<file path="config.mk">
export PLATFORM = sky130hd
export DESIGN_NAME = ifx_freq_switch
export DESIGN_NICKNAME = d
export VERILOG_FILES = /design/src/verilog/ifx_pkg.sv /design/src/verilog/ifx_freq_switch.sv /design/src/verilog/ifx_sync2.sv /design/src/verilog/ifx_postscaler.sv
export SDC_FILE = /design/constraint.sdc
export NUM_CORES = 1
export LEC_CHECK = 0
export BUFFER_PORTS_ARGS = -buffer_cell sky130_fd_sc_hd__buf_2
export CORE_MARGIN = 4
export CORE_UTILIZATION = 60
export DETAILED_ROUTE_END_ITERATION = 12
export GPL_TIMING_DRIVEN = 0
export MAX_ROUTING_LAYER = met4
export PLACE_DENSITY = 0.76
export SLEW_MARGIN = 20
export SYNTH_ARGS = -nofsm -noshare
export SYNTH_HDL_FRONTEND = slang
export SYNTH_SLANG_ARGS = --single-unit
</file>
<file path="constraint.sdc">
create_clock -name clk -period 5.46 [get_ports clk]
set_input_delay 0.546 -clock clk [delete_from_list [all_inputs] [get_ports clk]]
set_output_delay 0.546 -clock clk [all_outputs]
set_load 0.02 [all_outputs]
</file>
<file path="src/verilog/ifx_pkg.sv">
/*
 * ifx_pkg: constants, types and helpers shared by the internal oscillator
 * frequency select switch and its two helper modules.
 * Assumes a single 100 MHz system clock that samples both oscillators.
 */
package ifx_pkg;

   // clock rate of the sampling logic
   localparam int unsigned CLK_FREQ_MHZ = 100;

   // oscillator start-up times, in nanoseconds
   localparam int unsigned HF_STARTUP_NS = 5000;
   localparam int unsigned LF_STARTUP_NS = 2000;

   // least times round up to whole cycles
   localparam int unsigned HF_STARTUP_CYC = (HF_STARTUP_NS * CLK_FREQ_MHZ + 999) / 1000;
   localparam int unsigned LF_STARTUP_CYC = (LF_STARTUP_NS * CLK_FREQ_MHZ + 999) / 1000;

   // start-up timer, postscaler and select field widths
   localparam int unsigned TMR_W  = 12;
   localparam int unsigned DIV_W  = 4;
   localparam int unsigned TAP_N  = 10;
   localparam int unsigned SEL_W  = 4;

   // frequency select field after any reset: 500 kHz
   localparam logic [3:0] FSEL_RESET = 4'h7;

   // postscaler divide exponents: 16 MHz / 2^n
   localparam logic [3:0] DIV_16M   = 4'h0;
   localparam logic [3:0] DIV_8M    = 4'h1;
   localparam logic [3:0] DIV_4M    = 4'h2;
   localparam logic [3:0] DIV_2M    = 4'h3;
   localparam logic [3:0] DIV_1M    = 4'h4;
   localparam logic [3:0] DIV_500K  = 4'h5;
   localparam logic [3:0] DIV_250K  = 4'h6;
   localparam logic [3:0] DIV_125K  = 4'h7;
   localparam logic [3:0] DIV_62K5  = 4'h8;
   localparam logic [3:0] DIV_31K25 = 4'h9;

   // oscillator status field positions
   localparam int unsigned STAT_HF_BIT = 0;
   localparam int unsigned STAT_LF_BIT = 1;

   // decoded source: low-frequency oscillator or high-frequency postscaler tap
   typedef struct packed {
      logic       lf;
      logic [3:0] div;
   } ifx_src_t;

   // oscillator status register content
   typedef struct packed {
      logic lf_run;
      logic hf_run;
   } ifx_stat_t;

   typedef enum logic [3:0] {
      ST_RUN      = 4'b0001,
      ST_STARTUP  = 4'b0010,
      ST_WAIT_FAL = 4'b0100,
      ST_HOLD_LOW = 4'b1000
   } ifx_state_t;

   // frequency select code to source; duplicate codes share a frequency
   function automatic ifx_src_t ifx_decode(input logic [3:0] code);
      ifx_src_t s;
      s.lf  = 1'b0;
      s.div = DIV_31K25;
      case (code)
         4'h0, 4'h1: s.lf = 1'b1;
         4'h2, 4'h3: s.div = DIV_31K25;
         4'h4:       s.div = DIV_62K5;
         4'h5, 4'h8: s.div = DIV_125K;
         4'h6, 4'h9: s.div = DIV_250K;
         4'h7, 4'ha: s.div = DIV_500K;
         4'hb:       s.div = DIV_1M;
         4'hc:       s.div = DIV_2M;
         4'hd:       s.div = DIV_4M;
         4'he:       s.div = DIV_8M;
         default:    s.div = DIV_16M;
      endcase
      return s;
   endfunction

   // level of the chosen source out of the tap vector or the low-frequency level
   function automatic logic ifx_level(input ifx_src_t s, input logic [TAP_N-1:0] taps,
                                      input logic lf_lvl);
      return s.lf ? lf_lvl : taps[s.div];
   endfunction

endpackage

</file>
<file path="src/verilog/ifx_freq_switch.sv">
/*
 * ifx_freq_switch: internal oscillator frequency select and glitch-free
 * clock switch. Holds the frequency select field and the status bits.
 * Assumes the oscillators arrive as free levels on pins, start once
 * enabled, and that software writes the select field through a strobe.
 */
// Functional notes
// - postscaler taps and low-frequency oscillator feed one system clock mux.
// - the 4-bit frequency select field picks the mux input.
// - sixteen megahertz down to 31.25 kHz by postscaler, plus 31 kHz direct.
// - any reset loads the select field with 0111, 500 kHz.
// - several codes give one frequency, always from the same source.
// - a powered-down new oscillator is started and its start-up awaited.
// - after start-up, wait for a falling edge of the current clock.
// - hold output low until a rising edge of the new clock.
// - when the new clock runs, update oscillator status; switch done.
// - same source switches skip the start-up delay.
`timescale 1ns/1ps
module ifx_freq_switch import ifx_pkg::*; (
   // clock and reset
   input  wire logic             clk,
   input  wire logic             reset,
   // oscillator pins
   input  wire logic             high_freq_internal_osc,
   input  wire logic             low_freq_internal_osc,
   output logic                  hf_osc_enable,
   output logic                  lf_osc_enable,
   // software side of the control register
   input  wire logic             osc_control_wr,
   input  wire logic [SEL_W-1:0] osc_control_wdata,
   output logic      [SEL_W-1:0] freq_select_field,
   // status and system clock
   output ifx_stat_t             osc_status_reg,
   output logic                  switch_busy,
   output logic                  sys_clk
);

   // synchronised oscillator levels
   logic [1:0]       osc_sync;
   logic [TAP_N-1:0] taps;
   wire              hf_lvl = osc_sync[0];
   wire              lf_lvl = osc_sync[1];

   ifx_sync2 u_sync (
      .clk      (clk),
      .reset    (reset),
      .async_in ({low_freq_internal_osc, high_freq_internal_osc}),
      .sync_out (osc_sync)
   );

   ifx_postscaler u_post (
      .clk    (clk),
      .reset  (reset),
      .hf_lvl (hf_lvl),
      .taps   (taps)
   );

   // registers
   ifx_state_t       state_reg;
   ifx_state_t       state_next;
   logic [SEL_W-1:0] fsel_reg;
   logic [SEL_W-1:0] active_reg;
   logic [SEL_W-1:0] pend_reg;
   logic [TMR_W-1:0] tmr_reg;
   logic [TMR_W-1:0] tmr_next;
   logic [TAP_N-1:0] taps_prev_reg;
   logic             lf_prev_reg;
   logic             hf_en_reg;
   logic             lf_en_reg;
   ifx_stat_t        stat_reg;
   logic             sys_clk_reg;
   logic             sys_clk_next;
   logic             busy_reg;

   // select field picks the mux inputs
   // duplicate codes through the decode table
   // codes map to postscaler taps or the 31 kHz source
   wire ifx_src_t old_src = ifx_decode(active_reg);
   wire ifx_src_t new_src = ifx_decode(pend_reg);
   wire ifx_src_t req_src = ifx_decode(fsel_reg);

   // source levels now and one cycle earlier
   wire old_lvl      = ifx_level(old_src, taps, lf_lvl);
   wire new_lvl      = ifx_level(new_src, taps, lf_lvl);
   wire old_lvl_prev = ifx_level(old_src, taps_prev_reg, lf_prev_reg);
   wire new_lvl_prev = ifx_level(new_src, taps_prev_reg, lf_prev_reg);
   wire old_fall     = old_lvl_prev & ~old_lvl;
   wire new_rise     = ~new_lvl_prev & new_lvl;

   // source running flags
   wire old_run = old_src.lf ? stat_reg.lf_run : stat_reg.hf_run;
   wire req_run = req_src.lf ? stat_reg.lf_run : stat_reg.hf_run;
   wire new_run = new_src.lf ? stat_reg.lf_run : stat_reg.hf_run;

   // a change is pending once the field differs from the active code
   wire change_req = (state_reg == ST_RUN) && (fsel_reg != active_reg);
   wire tmr_done   = (tmr_reg == '0);
   wire [TMR_W-1:0] req_tmr = req_src.lf ? TMR_W'(LF_STARTUP_CYC)
                                         : TMR_W'(HF_STARTUP_CYC);

   // state sequencing
   always_comb begin
      state_next = state_reg;
      tmr_next   = tmr_reg;
      case (state_reg)
         ST_RUN: begin
            if (change_req) begin
               // running source goes straight to the edge wait
               if (req_run) begin
                  state_next = ST_WAIT_FAL;
               end else begin
                  state_next = ST_STARTUP;
                  tmr_next   = req_tmr;
               end
            end
         end
         ST_STARTUP: begin
            if (tmr_done) begin
               state_next = old_run ? ST_WAIT_FAL : ST_HOLD_LOW;
            end else begin
               tmr_next = tmr_reg - 1'b1;
            end
         end
         ST_WAIT_FAL: begin
            if (old_fall) begin
               state_next = ST_HOLD_LOW;
            end
         end
         ST_HOLD_LOW: begin
            if (new_rise) begin
               state_next = ST_RUN;
            end
         end
         default: begin
            state_next = ST_RUN;
         end
      endcase
   end

   // output level
   always_comb begin
      case (state_reg)
         // held low, then the new clock
         ST_HOLD_LOW: sys_clk_next = new_rise ? new_lvl : 1'b0;
         // old clock until the low-hold step
         ST_WAIT_FAL: sys_clk_next = old_lvl;
         default:     sys_clk_next = old_run ? old_lvl : 1'b0;
      endcase
   end

   // switch start and end events
   wire entering_switch = change_req;
   wire finishing       = (state_reg == ST_HOLD_LOW) && new_rise;
   wire startup_done    = (state_reg == ST_STARTUP) && tmr_done;

   // a stopped requested oscillator is powered with the change
   wire start_hf        = entering_switch && !req_run && !req_src.lf;
   wire start_lf        = entering_switch && !req_run && req_src.lf;

   // sequencer state and start-up timer
   always_ff @(posedge clk or posedge reset) begin
      if (reset) begin
         state_reg <= ST_STARTUP;
         tmr_reg   <= TMR_W'(HF_STARTUP_CYC);
      end else begin
         state_reg <= state_next;
         tmr_reg   <= tmr_next;
      end
   end

   // busy from a flop, tracking the next state so it matches the state register
   always_ff @(posedge clk or posedge reset) begin
      if (reset) begin
         busy_reg <= 1'b1;
      end else begin
         busy_reg <= (state_next != ST_RUN);
      end
   end

   // previous source levels for edge detection
   always_ff @(posedge clk or posedge reset) begin
      if (reset) begin
         taps_prev_reg <= '0;
         lf_prev_reg   <= 1'b0;
      end else begin
         taps_prev_reg <= taps;
         lf_prev_reg   <= lf_lvl;
      end
   end

   // switched clock level
   always_ff @(posedge clk or posedge reset) begin
      if (reset) begin
         sys_clk_reg <= 1'b0;
      end else begin
         sys_clk_reg <= sys_clk_next;
      end
   end

   // reset value 0111, software write afterwards
   always_ff @(posedge clk or posedge reset) begin
      if (reset) begin
         fsel_reg <= FSEL_RESET;
      end else if (osc_control_wr) begin
         fsel_reg <= osc_control_wdata;
      end
   end

   // code being switched to, frozen for the whole switch
   always_ff @(posedge clk or posedge reset) begin
      if (reset) begin
         pend_reg <= FSEL_RESET;
      end else if (entering_switch) begin
         pend_reg <= fsel_reg;
      end
   end

   // code now driving the output
   always_ff @(posedge clk or posedge reset) begin
      if (reset) begin
         active_reg <= FSEL_RESET;
      end else if (finishing) begin
         active_reg <= pend_reg;
      end
   end

   // high-frequency enable, stopped when unused after a switch
   always_ff @(posedge clk or posedge reset) begin
      if (reset) begin
         hf_en_reg <= 1'b1;
      end else if (finishing) begin
         hf_en_reg <= ~new_src.lf;
      end else if (start_hf) begin
         hf_en_reg <= 1'b1;
      end
   end

   // low-frequency enable, stopped when unused after a switch
   always_ff @(posedge clk or posedge reset) begin
      if (reset) begin
         lf_en_reg <= 1'b0;
      end else if (finishing) begin
         lf_en_reg <= new_src.lf;
      end else if (start_lf) begin
         lf_en_reg <= 1'b1;
      end
   end

   // status shows the oscillators that run
   always_ff @(posedge clk or posedge reset) begin
      if (reset) begin
         stat_reg <= '0;
      end else if (finishing) begin
         stat_reg.hf_run <= ~new_src.lf;
         stat_reg.lf_run <= new_src.lf;
      end else if (startup_done && new_src.lf) begin
         stat_reg.lf_run <= 1'b1;
      end else if (startup_done) begin
         stat_reg.hf_run <= 1'b1;
      end
   end

   assign hf_osc_enable     = hf_en_reg;
   assign lf_osc_enable     = lf_en_reg;
   assign freq_select_field = fsel_reg;
   assign osc_status_reg    = stat_reg;
   assign switch_busy       = busy_reg;
   assign sys_clk           = sys_clk_reg;

endmodule

</file>
<file path="src/verilog/ifx_sync2.sv">
/*
 * ifx_sync2: two-flop synchroniser for the raw oscillator levels.
 * Assumes inputs are asynchronous to clk.
 */
`timescale 1ns/1ps
module ifx_sync2 import ifx_pkg::*; (
   // clock and reset
   input  wire logic       clk,
   input  wire logic       reset,
   // asynchronous levels in, synchronised levels out
   input  wire logic [1:0] async_in,
   output logic      [1:0] sync_out
);
   logic [1:0] meta_reg;

   always_ff @(posedge clk or posedge reset) begin
      if (reset) begin
         meta_reg <= 2'h0;
         sync_out <= 2'h0;
      end else begin
         meta_reg <= async_in;
         sync_out <= meta_reg;
      end
   end
endmodule

</file>
<file path="src/verilog/ifx_postscaler.sv">
/*
 * ifx_postscaler: binary postscaler on the high-frequency oscillator.
 * Assumes hf_lvl is already synchronised to clk; tap n is hf / 2^n.
 */
`timescale 1ns/1ps
module ifx_postscaler import ifx_pkg::*; (
   // clock and reset
   input  wire logic             clk,
   input  wire logic             reset,
   // synchronised oscillator level
   input  wire logic             hf_lvl,
   // divided levels, tap 0 is the oscillator itself
   output logic      [TAP_N-1:0] taps
);
   logic             hf_prev_reg;
   logic [TAP_N-2:0] cnt_reg;
   wire              hf_fall = hf_prev_reg & ~hf_lvl;

   // counting falling edges makes each divided tap change one cycle after the oscillator falls
   always_ff @(posedge clk or posedge reset) begin
      if (reset) begin
         hf_prev_reg <= 1'b0;
         cnt_reg     <= '0;
      end else begin
         hf_prev_reg <= hf_lvl;
         if (hf_fall) begin
            cnt_reg <= cnt_reg + 1'b1;
         end
      end
   end

   assign taps = {cnt_reg, hf_lvl};
endmodule

</file>
# --- After elaboration in Yosys (flattened, before gate mapping) ---
# Cells that the tools add are included.
# Widths: inputs -> output; s select.
word_totals:
  regBits: 59
  in_bits: 9
  output_inout_bits: 10
  elab_cells: 140
op_classes:
  n_addsub: 2
  magnitude_cmp: 2
  eq_ne: 39
  mux: 42
  n_bitwise: 7
  reduce_logical: 31
op_table:
  columns: ["operator", "count"]
  rows:
  - ["$pmux 4 s9", 2]
  - ["$eq 4x4->1 const B", 15]
  - ["$eq 4x3->1 const B", 9]
  - ["$mux 12", 3]
  - ["$pmux 12 s2", 1]
  - ["$mux 1", 22]
  - ["$eq 4x2->1 const B", 5]
  - ["$mux 4", 5]
  - ["$reduce_or 2->1", 9]
  - ["$bmux 1 s4", 4]
  - ["$eq 4x1->1 const B", 4]
  - ["$pmux 4 s4", 1]
  - ["$logic_not 12->1", 1]
  - ["$logic_not 4->1", 3]
  - ["$sub 12x1->12 const B", 1]
  - ["$lt 4x5->1 const B", 2]
  - ["$reduce_bool 2->1", 5]
  - ["$add 9x1->9 const B", 1]
  - ["$mux 9", 1]
  - ["$ne 2x2->1 const B", 4]
  - ["$reduce_or 4->1", 2]
  - ["$logic_and 1x1->1", 7]
  - ["$ne 4x1->1 const B", 1]
  - ["$ne 4x4->1", 1]
  - ["8 further kinds", 14]

# --- Depth between registers and ports, before layout ---
# Gate-level depths: netlist of run 1.
logic_depth:
  word_depth: 11
  mapped_depth: 8
  depth_no_buf: 8

# --- Hierarchy ---
# Synthesis of run 1 repeated with hierarchy kept, for this count alone.
hier_totals:
  cells_unflattened: 299
  area_unflattened_um2: 3133.0
by_module_without_submodules:
  columns: ["module", "instances", "cells_per_inst", "area_per_inst_um2", "seq_area_each_um2"]
  rows:
  - ["ifx_freq_switch", 1, 258, 2568.7, 1148.6]
  - ["ifx_postscaler", 1, 36, 460.4, 250.2]
  - ["ifx_sync2", 1, 5, 103.8, 100.1]

# --- Least setup slack after synthesis of run 1 ---
# No wires, ideal clock.
synth_timing:
  path_kind: "register to register"
  from: "register active_reg[1]"
  to: "register state_reg[3]"
  t_arrival_ns: 1.932
  setup_slack_ns: 3.404
  path_stages_with_launch: 8
  n_path_buf: 1
  cell_sequence: "dfstp_2 > buf_6 > mux2i_1 > and4_4 > or4_4 > a221oi_4 > a21oi_2 > a211o_1"
synth_between:
  elab_chain_len: 10
synth_lines:
  columns: ["item", "line", "source"]
  rows:
  - ["from (decl)", "ifx_freq_switch.sv:62", "logic [SEL_W-1:0] active_reg;"]
  - ["from (signal assigned)", "ifx_freq_switch.sv:223", "active_reg <= pend_reg;"]
  - ["$eq 4x1->1 (tied with other cells)", "ifx_pkg.sv:68", "case (code)"]
  - ["$reduce_or 4->1 (no line) / $reduce_or 2->1 (equally long branches)", null, null]
  - ["$pmux 4 s9", "ifx_pkg.sv:68", null]
  - ["$bmux 1 s4", "ifx_pkg.sv:87", "return s.lf ? lf_lvl : taps[s.div];"]
  - ["$mux 1 (not written as such)", "ifx_pkg.sv:87", null]
  - ["$mux 1", "ifx_pkg.sv:87", null]
  - ["$not 1->1", "ifx_freq_switch.sv:87", "wire old_fall = old_lvl_prev & ~old_lvl;"]
  - ["$and 1x1->1", "ifx_freq_switch.sv:87", null]
  - ["$mux 4", "ifx_freq_switch.sv:125", "if (old_fall) begin"]
  - ["$pmux 4 s4 (*)", "ifx_freq_switch.sv:105", "case (state_reg)"]
  - ["net state_next[3]", "ifx_freq_switch.sv:60", "ifx_state_t state_next;"]
  - ["to (signal assigned)", "ifx_freq_switch.sv:166", "state_reg <= state_next;"]
  - ["to (decl)", "ifx_freq_switch.sv:59", "ifx_state_t state_reg;"]
# Mark *: on every way through the listed nets, which the timed path passes. The rest lies on a longest branch. The select of a mux whose other input is x is not followed.
# A chain may end at the register's enable or synchronous reset.

# --- Worst setup path in the final report of run 1 ---
layout_timing:
  from: "register pend_reg[2]"
  to: "register active_reg[3]"
layout_between:
  elab_chain_len: 9
layout_lines:
  columns: ["item", "line", "source"]
  rows:
  - ["from (decl)", "ifx_freq_switch.sv:63", "logic [SEL_W-1:0] pend_reg;"]
  - ["from (signal assigned)", "ifx_freq_switch.sv:214", "pend_reg <= fsel_reg;"]
  - ["$eq 4x1->1 (tied with other cells)", "ifx_pkg.sv:68", null]
  - ["$reduce_or 4->1 (no line) / $reduce_or 2->1 (equally long branches)", null, null]
  - ["$pmux 4 s9", "ifx_pkg.sv:68", null]
  - ["$bmux 1 s4", "ifx_pkg.sv:87", null]
  - ["$mux 1 (not written as such)", "ifx_pkg.sv:87", null]
  - ["$mux 1", "ifx_pkg.sv:87", null]
  - ["$not 1->1", "ifx_freq_switch.sv:88", "wire new_rise = ~new_lvl_prev & new_lvl;"]
  - ["$and 1x1->1 (*)", "ifx_freq_switch.sv:88", null]
  - ["$logic_and 1x1->1 (*)", "ifx_freq_switch.sv:153", "wire finishing = (state_reg == ST_HOLD_LOW) && new_rise;"]
# Every way passes the cells marked *; elsewhere a longest branch is shown, timed or not. The select of a mux whose other input is x is not followed.

==> results_dict.tcl, run 1 <==
set metrics [dict create \
    iter_0_drt_violations 170 \
    min_period_over_period_pct 44.2 \
    initial_util_pct 63.9 \
    finClkSkew_ns 0.00953 \
    async_flop_share_pct 100 \
    finalCriticalPeriod_ns 2.41 \
    grt_antenna_before_repair 0 \
    average_routed_wire_per_standard_cell_um 16.5 \
    largest_reg_flops 12 \
    gpl.final_weighted_congestion 0.890 \
    clock_path_buffers 2 \
    totalNegativeSetupSlack_ns 0 \
    netlist_area_um2 3100 \
    power.clock.fraction_pct 25.7 \
    slew_headroom_pct 51.1 \
    postLayoutCellArea_um2 3480 \
    switching_share_pct 36.7 \
    post-dp-hpwl_um 4580 \
    max_cap_violations 0 \
    grt_util_all_layers_pct 23.8 \
    worst_ep_required_time_ns 5.68 \
    clock_insertion_delay_worst_skew_ns 0.35 \
    yosysUniqueCellTypes 62 \
    drt-total-wl_um 6510 \
    boundaryPins 19 \
    drt-vias-per-instance 5.93 \
    synth-main-ff-cell "sky130_fd_sc_hd__dfrtp_1" \
    synthTopCellsByArea "sky130_fd_sc_hd__dfrtp_1, sky130_fd_sc_hd__dfstp_2, sky130_fd_sc_hd__mux2_2" \
    synthMuxAreaShare_pct 8.32 \
    holdBufCountCts 0 \
    rr_startpoint "pend_reg[2]" \
    multi_input_comb_area_um2 1530 \
    timing.reg2reg.worst_path_depth 7 \
    route.vias.total 2336 \
    rsz_0062_raised_after_global_routing "false" \
    globalRouteOverflowTotal 0 \
    area_growth_syn_to_layout_pct 12.3 \
    share_of_the_synthesized_area_in_compound_gates_ao_oa_aoi_oai_pct 13.0 \
    comb_power_share_pct 31.3 \
    post-synth-top-count-cell "sky130_fd_sc_hd__dfrtp_1" \
    report.final.slew_viol_count 0 \
    min_path_type "input port to async pin" \
    antenna-diode-count 0 \
    final_core_utilization_pct 71.8 \
    ir_drop_mv 0.317 \
    post_synth_xor_area_fraction_pct 4.80 \
    drive_above_1_share_pct 25.7 \
    final-hold-violation-count 0 \
    dpl_cell_area_um2 3280 \
    warnings_from_yosys 0 \
    p_switching_w 0.000576 \
    r2r-end "active_reg[3]" \
    reg2reg_slack_ns 3.05 \
    tritoncts.num_buffers 9 \
    startpoint_type "flop" \
    worst_slack_ns 3.05 \
    ys_seq_elements 58 \
    power_leakage_nw 1.50 \
    final_antenna_net_count 0 \
    drc 0 \
    synthAdderAreaFrac_pct 0.807 \
    synth_edf_count 0 \
    post_synth.cell_area_avg_um2 10.6 \
    cp_max_fo 10 \
    synth_sequential_area_ratio_pct 47.6 \
    path_class "flop to flop" \
    synth_commonest_cells "sky130_fd_sc_hd__dfrtp_1, sky130_fd_sc_hd__nor2_1, sky130_fd_sc_hd__dfstp_2" \
    clock_tree_from_tritoncts "built" \
    floorplan.core_area_um2 4850 \
    cp.arrival_ns 2.63 \
    ctsResizeCount 0 \
    num-nets-final 333 \
    die_width_um 79.9 \
    die-height_um 79.9 \
    cp-end-kind "flop" \
    clock.fmax_mhz 415 \
    synth_top_family_by_area "simple AND/OR/NAND/NOR gates" \
    clk_transition_reported_paths_ns 0.07 \
    nFillCells 367 \
    grt_start_max_net_pins 59 \
    grt_pass1_vias 2205 \
    die-area_um2 6380 \
    post-cts-setup-buffer-count 0 \
    yosys.area.top_type_share_pct 32.3 \
    power.share.sequential_pct 43.0 \
    area.sequential_um2 1470 \
    outcome "finished, final reports clean" \
    global_route_wire_length_before_repair_um 11100 \
    firstDrtPassIters 4 \
    tritoncts_num_sinks 58 \
    pre_cts_slack_ns 3.11 \
    final-setup-viol-count 0 \
    cts_htree_levels 3 \
    synth_top_cell_by_area "sky130_fd_sc_hd__dfrtp_1" \
    synthesis.instances 293 \
    rows 25 \
    cell_internal_pwr_w 0.000995 \
    buffer_ports.inserted 18 \
    synth_nets 304 \
    slew_at_the_pin_with_the_worst_max_slew_slack_ns 0.724 \
    power_density_nw_per_um2 452 \
    synth_simple_gate_area_share_pct 22.5 \
    library_cell_used_as_clock_root_buffer "sky130_fd_sc_hd__clkbuf_8" \
    finalHoldWorstSlack_ns 0.303 \
]
-- area by class of cell --
type                    instances  area share [%]
clock buffers                  10            3.96
inverters                      10            1.15
flip-flops and latches         58            42.4
well taps                      67            2.41
repair buffers                 18            2.59
clock inverters                 6            1.91
multi-input cells             214            44.0
plain buffers                  11            1.58
-- cells in the final DEF (no fill, tap or decap), types with 3 or more instances in the layout --
cell and instances:
sky130_fd_sc_hd__xnor2_1 7, sky130_fd_sc_hd__clkbuf_1 5, sky130_fd_sc_hd__dfstp_2 18, sky130_fd_sc_hd__o21ai_0 10
sky130_fd_sc_hd__clkinvlp_4 3, sky130_fd_sc_hd__nand3b_1 3, sky130_fd_sc_hd__mux2_1 3, sky130_fd_sc_hd__nor2_1 24
sky130_fd_sc_hd__nor4b_1 4, sky130_fd_sc_hd__a211o_1 5, sky130_fd_sc_hd__dfrtp_1 40, sky130_fd_sc_hd__mux2_2 11
sky130_fd_sc_hd__nor2b_1 9, sky130_fd_sc_hd__nor3_1 8, sky130_fd_sc_hd__nand3_1 6, sky130_fd_sc_hd__nor3b_1 4
sky130_fd_sc_hd__nand4_1 4, sky130_fd_sc_hd__xor2_1 10, sky130_fd_sc_hd__nand2_1 16, sky130_fd_sc_hd__nand2b_1 7
sky130_fd_sc_hd__o22ai_1 3, sky130_fd_sc_hd__or3_1 3, sky130_fd_sc_hd__mux2i_1 10, sky130_fd_sc_hd__clkbuf_8 10
sky130_fd_sc_hd__nor4_1 3, sky130_fd_sc_hd__inv_1 9, sky130_fd_sc_hd__a21oi_1 16, sky130_fd_sc_hd__buf_2 23
sky130_fd_sc_hd__or3b_1 3
-- worst max path at each step --
stage | start | endpoint | slack (ns) | cells after the start
6_report | pend_reg[2] | active_reg[3] | 3.05 | 7
5_1_grt | pend_reg[2] | active_reg[3] | 2.88 | 7
4_1_cts | pend_reg[2] | active_reg[3] | 3.09 | 7
3_5_place_dp | pend_reg[2] | active_reg[3] | 3.11 | 7
3_3_place_gp | reset | tmr_reg[1] | 2.86 | 2
2_1_floorplan | active_reg[1] | state_reg[3] | 3.40 | 7
-- cells by family (layout without fill, tap and decap cells) --
kind of cell / after synthesis / in the layout
adders and majority gates: 2 / 2
AOI/OAI and AO/OA: 56 / 56
xor gates and xnor gates: 17 / 17
buffers and inverters: 21 / 55
and+or+nand+nor: 115 / 115
DFF: 58 / 58
muxes: 24 / 24
-- critical path, cell delays in order (launching register included) --
cell	delay, ns
sky130_fd_sc_hd__dfstp_2	0.55
sky130_fd_sc_hd__clkbuf_1	0.34
sky130_fd_sc_hd__nor4b_1	0.11
sky130_fd_sc_hd__o31ai_1	0.26
sky130_fd_sc_hd__nand3b_1	0.15
sky130_fd_sc_hd__nor2b_2	0.21
sky130_fd_sc_hd__nor2_4	0.31
sky130_fd_sc_hd__mux2_1	0.36
-- power groups by stage --
stage               combinational, W  clock (W)  sequential, W
floorplan                   0.000373          0       0.000660
global placement            0.000475          0       0.000674
detailed placement          0.000485          0       0.000681
CTS                         0.000490   0.000409       0.000675
global route                0.000546   0.000429       0.000697
finish                      0.000492   0.000403       0.000676
-- stage by stage --
| stage | std cells | total power [W] |
|---|---|---|
| 2_1_floorplan | 293 | 0.00103 |
| 3_3_place_gp | 378 | 0.00115 |
| 3_5_place_dp | 378 | 0.00117 |
| 4_1_cts | 394 | 0.00157 |
| 5_1_grt | 394 | 0.00167 |
| 6_report | 394 | 0.00157 |
-- per-layer routing --
metal | part of all wire (%) | up-vias | global-route usage, %
li1 | - | 1125 | -
met1 | 50 | 1128 | 34.9
met2 | 42 | 72 | 31.6
met3 | 6.8 | 11 | 7.79
met4 | 1.5 | 0 | 6.25
met5 | 0 | - | -
(Power assumes the default switching activity.)
==> inputs of run 2 (changes only) <==
- ABC_AREA: default -> 1
- CORE_UTILIZATION: 60 -> 55
- PLACE_DENSITY: 0.76 -> 0.73
- clock period: 5.46 -> 2.1 ns (I/O delays scaled with it)
==> results_dict.tcl, run 2 <==
set metrics [dict create \
    outcome "finished with violations" \
    failed_checks "hold timing" \
    async_flop_share_pct 100 \
    critical-path-slowest-cell "sky130_fd_sc_hd__dfrtp_1" \
    cp-end-kind "flop" \
    drt-vias-per-instance 5.13 \
    antenna-diode-count 0 \
    clock_tree_from_tritoncts "built" \
    die-height_um 83.1 \
    netlist_area_um2 3100 \
    final_antenna_net_count 0 \
    clk_transition_reported_paths_ns 0.07 \
    report.final.slew_viol_count 0 \
    library_cell_used_as_clock_root_buffer "sky130_fd_sc_hd__clkbuf_8" \
    global_route_wire_length_before_repair_um 10800 \
    cp_max_fo 5 \
    rows 27 \
    ir_drop_mv 0.674 \
    rr_startpoint "tmr_reg[0]" \
    worst_path_most_repeated_cell "sky130_fd_sc_hd__buf_4" \
    most_common_cell_after_layout_fill_and_taps_aside "sky130_fd_sc_hd__nand2_1" \
    synth_commonest_cells "sky130_fd_sc_hd__nand2_1, sky130_fd_sc_hd__inv_1, sky130_fd_sc_hd__dfrtp_1" \
    cell_internal_pwr_w 0.00290 \
    min_path_type "input port to async pin" \
    grt_pass1_vias 2393 \
    finalCriticalPeriod_ns 1.95 \
    boundaryPins 19 \
    worst_ep_required_time_ns 2.37 \
    floorplan.core_area_um2 5470 \
    comb_power_share_pct 35.0 \
    synthTopCellsByArea "sky130_fd_sc_hd__dfrtp_1, sky130_fd_sc_hd__dfstp_2, sky130_fd_sc_hd__nand2_1" \
    average_routed_wire_per_standard_cell_um 12.7 \
    synth-main-ff-cell "sky130_fd_sc_hd__dfrtp_1" \
    final_cell_mix "sky130_fd_sc_hd__nand2_1, sky130_fd_sc_hd__inv_1, sky130_fd_sc_hd__dfrtp_1" \
    ys_seq_elements 58 \
    rsz_0062_raised_after_global_routing "true" \
    timing.critical_path.buf_inv 4 \
    drt-total-wl_um 6300 \
    synth_top_cell_by_area "sky130_fd_sc_hd__dfrtp_1" \
    max_cap_violations 0 \
    buffer_ports.inserted 18 \
    num-nets-final 430 \
    initial_util_pct 56.7 \
    path_class "flop to flop" \
    slew_at_the_pin_with_the_worst_max_slew_slack_ns 0.712 \
    clock_insertion_delay_worst_skew_ns 0.35 \
    p_switching_w 0.00178 \
    die-area_um2 6900 \
    slew_headroom_pct 52.2 \
    power_density_nw_per_um2 1290 \
    synth_edf_count 0 \
    warnings_from_yosys 0 \
    nFillCells 470 \
    power.share.sequential_pct 37.4 \
    yosys.area.top_type_share_pct 32.3 \
    globalRouteOverflowTotal 0 \
    post-dp-hpwl_um 4570 \
    critical_path.top_delay_family "simple AND/OR/NAND/NOR gates" \
    finalHoldWorstSlack_ns -0.0218 \
    die_width_um 83.1 \
    synthesis.instances 384 \
    cts_htree_levels 3 \
    min_period_over_period_pct 92.8 \
    area_growth_syn_to_layout_pct 16.8 \
    grt_start_max_net_pins 59 \
    drc 0 \
    power_leakage_nw 1.74 \
    grt_antenna_before_repair 0 \
    timing.critical_path.cells "inv_2, ha_2, inv_1, nor2_2, nand4_1, buf_4, buf_4, nor3_1, nand2_1, nor2_1, o21ai_0, a21oi_1" \
    largest_reg_flops 12 \
    finClkSkew_ns 0.00981 \
    clock.fmax_mhz 513 \
    gpl.final_weighted_congestion 0.832 \
    switching_share_pct 38.1 \
    firstDrtPassIters 4 \
    yosysUniqueCellTypes 37 \
    power.clock.fraction_pct 27.6 \
    startpoint_type "flop" \
    tritoncts.num_buffers 9 \
    tritoncts_num_sinks 58 \
    timing.critical_path.from "tmr_reg[0]" \
    post-synth-top-count-cell "sky130_fd_sc_hd__nand2_1" \
    cp.arrival_ns 2.22 \
    final-hold-violation-count 31 \
    critical_path_depth 12 \
    report.power.total_w 0.00468 \
    iter_0_drt_violations 97 \
    final-setup-viol-count 0 \
    synth_sequential_area_ratio_pct 47.5 \
    clock_path_buffers 2 \
    grt_util_all_layers_pct 19.9 \
    cpPeakStageDelay_ns 0.39 \
    synth_nets 395 \
    drive_above_1_share_pct 24.8 \
    timing.reg2reg.worst_path_depth 12 \
    route.vias.total 2543 \
    post_synth.cell_area_avg_um2 8.07 \
]
==> run 2: changes by cell type after synthesis, sizes merged, moves of 5 or more <==
cell / previous run / this run
a211o: 5 / 0
a21oi: 18 / 6
clkbuf: 5 / 0
inv: 10 / 55
mux2: 14 / 0
mux2i: 10 / 0
nand2: 16 / 102
nand2b: 7 / 0
nand3: 6 / 33
nor2: 27 / 37
nor2b: 10 / 0
nor4b: 5 / 0
o21ai: 12 / 31
or2: 0 / 6
==> run 2: routing by layer <==
layer  vias up  global-route usage, %  routed length (um)
met1      1184                   25.4                2980
met2        39                   31.2                3030
met5         -                      -                   0
met4         0                   5.94                  99
li1       1307                      -                   -
met3        13                   5.36                 191
==> run 2: per-stage QoR <==
step           area [um2]  cells  worst slack (ns)  TNS [ns]  utilization [%]
6_report             3620    496             0.152         0             66.2
3_3_place_gp         3280    474            -0.207     -8.16             59.9
5_1_grt              3620    496           -0.0301   -0.0415             66.2
4_1_cts              3560    493            0.0132         0             65.1
3_5_place_dp         3280    474           -0.0284   -0.0540             60.0
2_1_floorplan        3100    384             0.283         0                -
==> run 2: logic make-up after synthesis <==
| group | after synthesis | share of synthesized area [%] |
|---|---|---|
| adder cells (fa/ha/maj) | 2 | 0.807 |
| buffers and inverters | 60 | 8.19 |
| XOR/XNOR | 15 | 4.24 |
| AND/OR/NAND/NOR | 197 | 29.0 |
| AO/OA/AOI/OAI | 52 | 10.2 |
| flip-flops | 58 | 47.5 |
==> run 2: worst paths after layout <==
path | end | slack [ns]
setup / recovery | tmr_reg[10] | 0.15
max in group asynchronous | sys_clk | 1.66
min in group clk | freq_select_field[3] | 0.07
hold / removal | taps_prev_reg[2] | -0.02
setup reg to reg | tmr_reg[10] | 0.15
hold reg to reg | u_sync.sync_out[1] | 0.35
==> run 2: power groups by stage <==
| stage | logic (W) | clock network [W] | registers (W) |
|---|---|---|---|
| floorplan | 0.00123 | 0 | 0.00174 |
| global placement | 0.00155 | 0 | 0.00175 |
| detailed placement | 0.00159 | 0 | 0.00177 |
| CTS | 0.00160 | 0.00130 | 0.00175 |
| global route | 0.00186 | 0.00136 | 0.00180 |
| finish | 0.00164 | 0.00129 | 0.00175 |
==> run 2: worst register-to-register path, cell delays in order, from the launching register on <==
cell	delay [ns]
sky130_fd_sc_hd__dfrtp_1	0.39
sky130_fd_sc_hd__inv_2	0.10
sky130_fd_sc_hd__ha_2	0.19
sky130_fd_sc_hd__inv_1	0.05
sky130_fd_sc_hd__nor2_2	0.11
sky130_fd_sc_hd__nand4_1	0.14
sky130_fd_sc_hd__buf_4	0.17
sky130_fd_sc_hd__buf_4	0.13
sky130_fd_sc_hd__nor3_1	0.19
sky130_fd_sc_hd__nand2_1	0.08
sky130_fd_sc_hd__nor2_1	0.14
sky130_fd_sc_hd__o21ai_0	0.08
sky130_fd_sc_hd__a21oi_1	0.11
==> run 2: area by class of cell <==
| cell class | count | area [um2] | share of cell area, % |
|---|---|---|---|
| plain buffers | 4 | 43.8 | 1.21 |
| clock buffers | 11 | 151 | 4.18 |
| clock inverters | 5 | 100 | 2.76 |
| inverters | 56 | 215 | 5.94 |
| multi-input cells | 266 | 1410 | 38.9 |
| flip-flops and latches | 58 | 1470 | 40.7 |
| well taps | 72 | 90.1 | 2.49 |
| repair buffers | 24 | 140 | 3.87 |
==> run 2: what timing repair did <==
item | 4_1_cts | 5_1_grt
gates resized for setup | 1 | 12
endpoints found under the hold margin | 2 | 0
buffers inserted | 1 | 3
endpoints found under the setup margin | 9 | 15
hold buffers | 2 | 0
pin swaps | 1 | 2
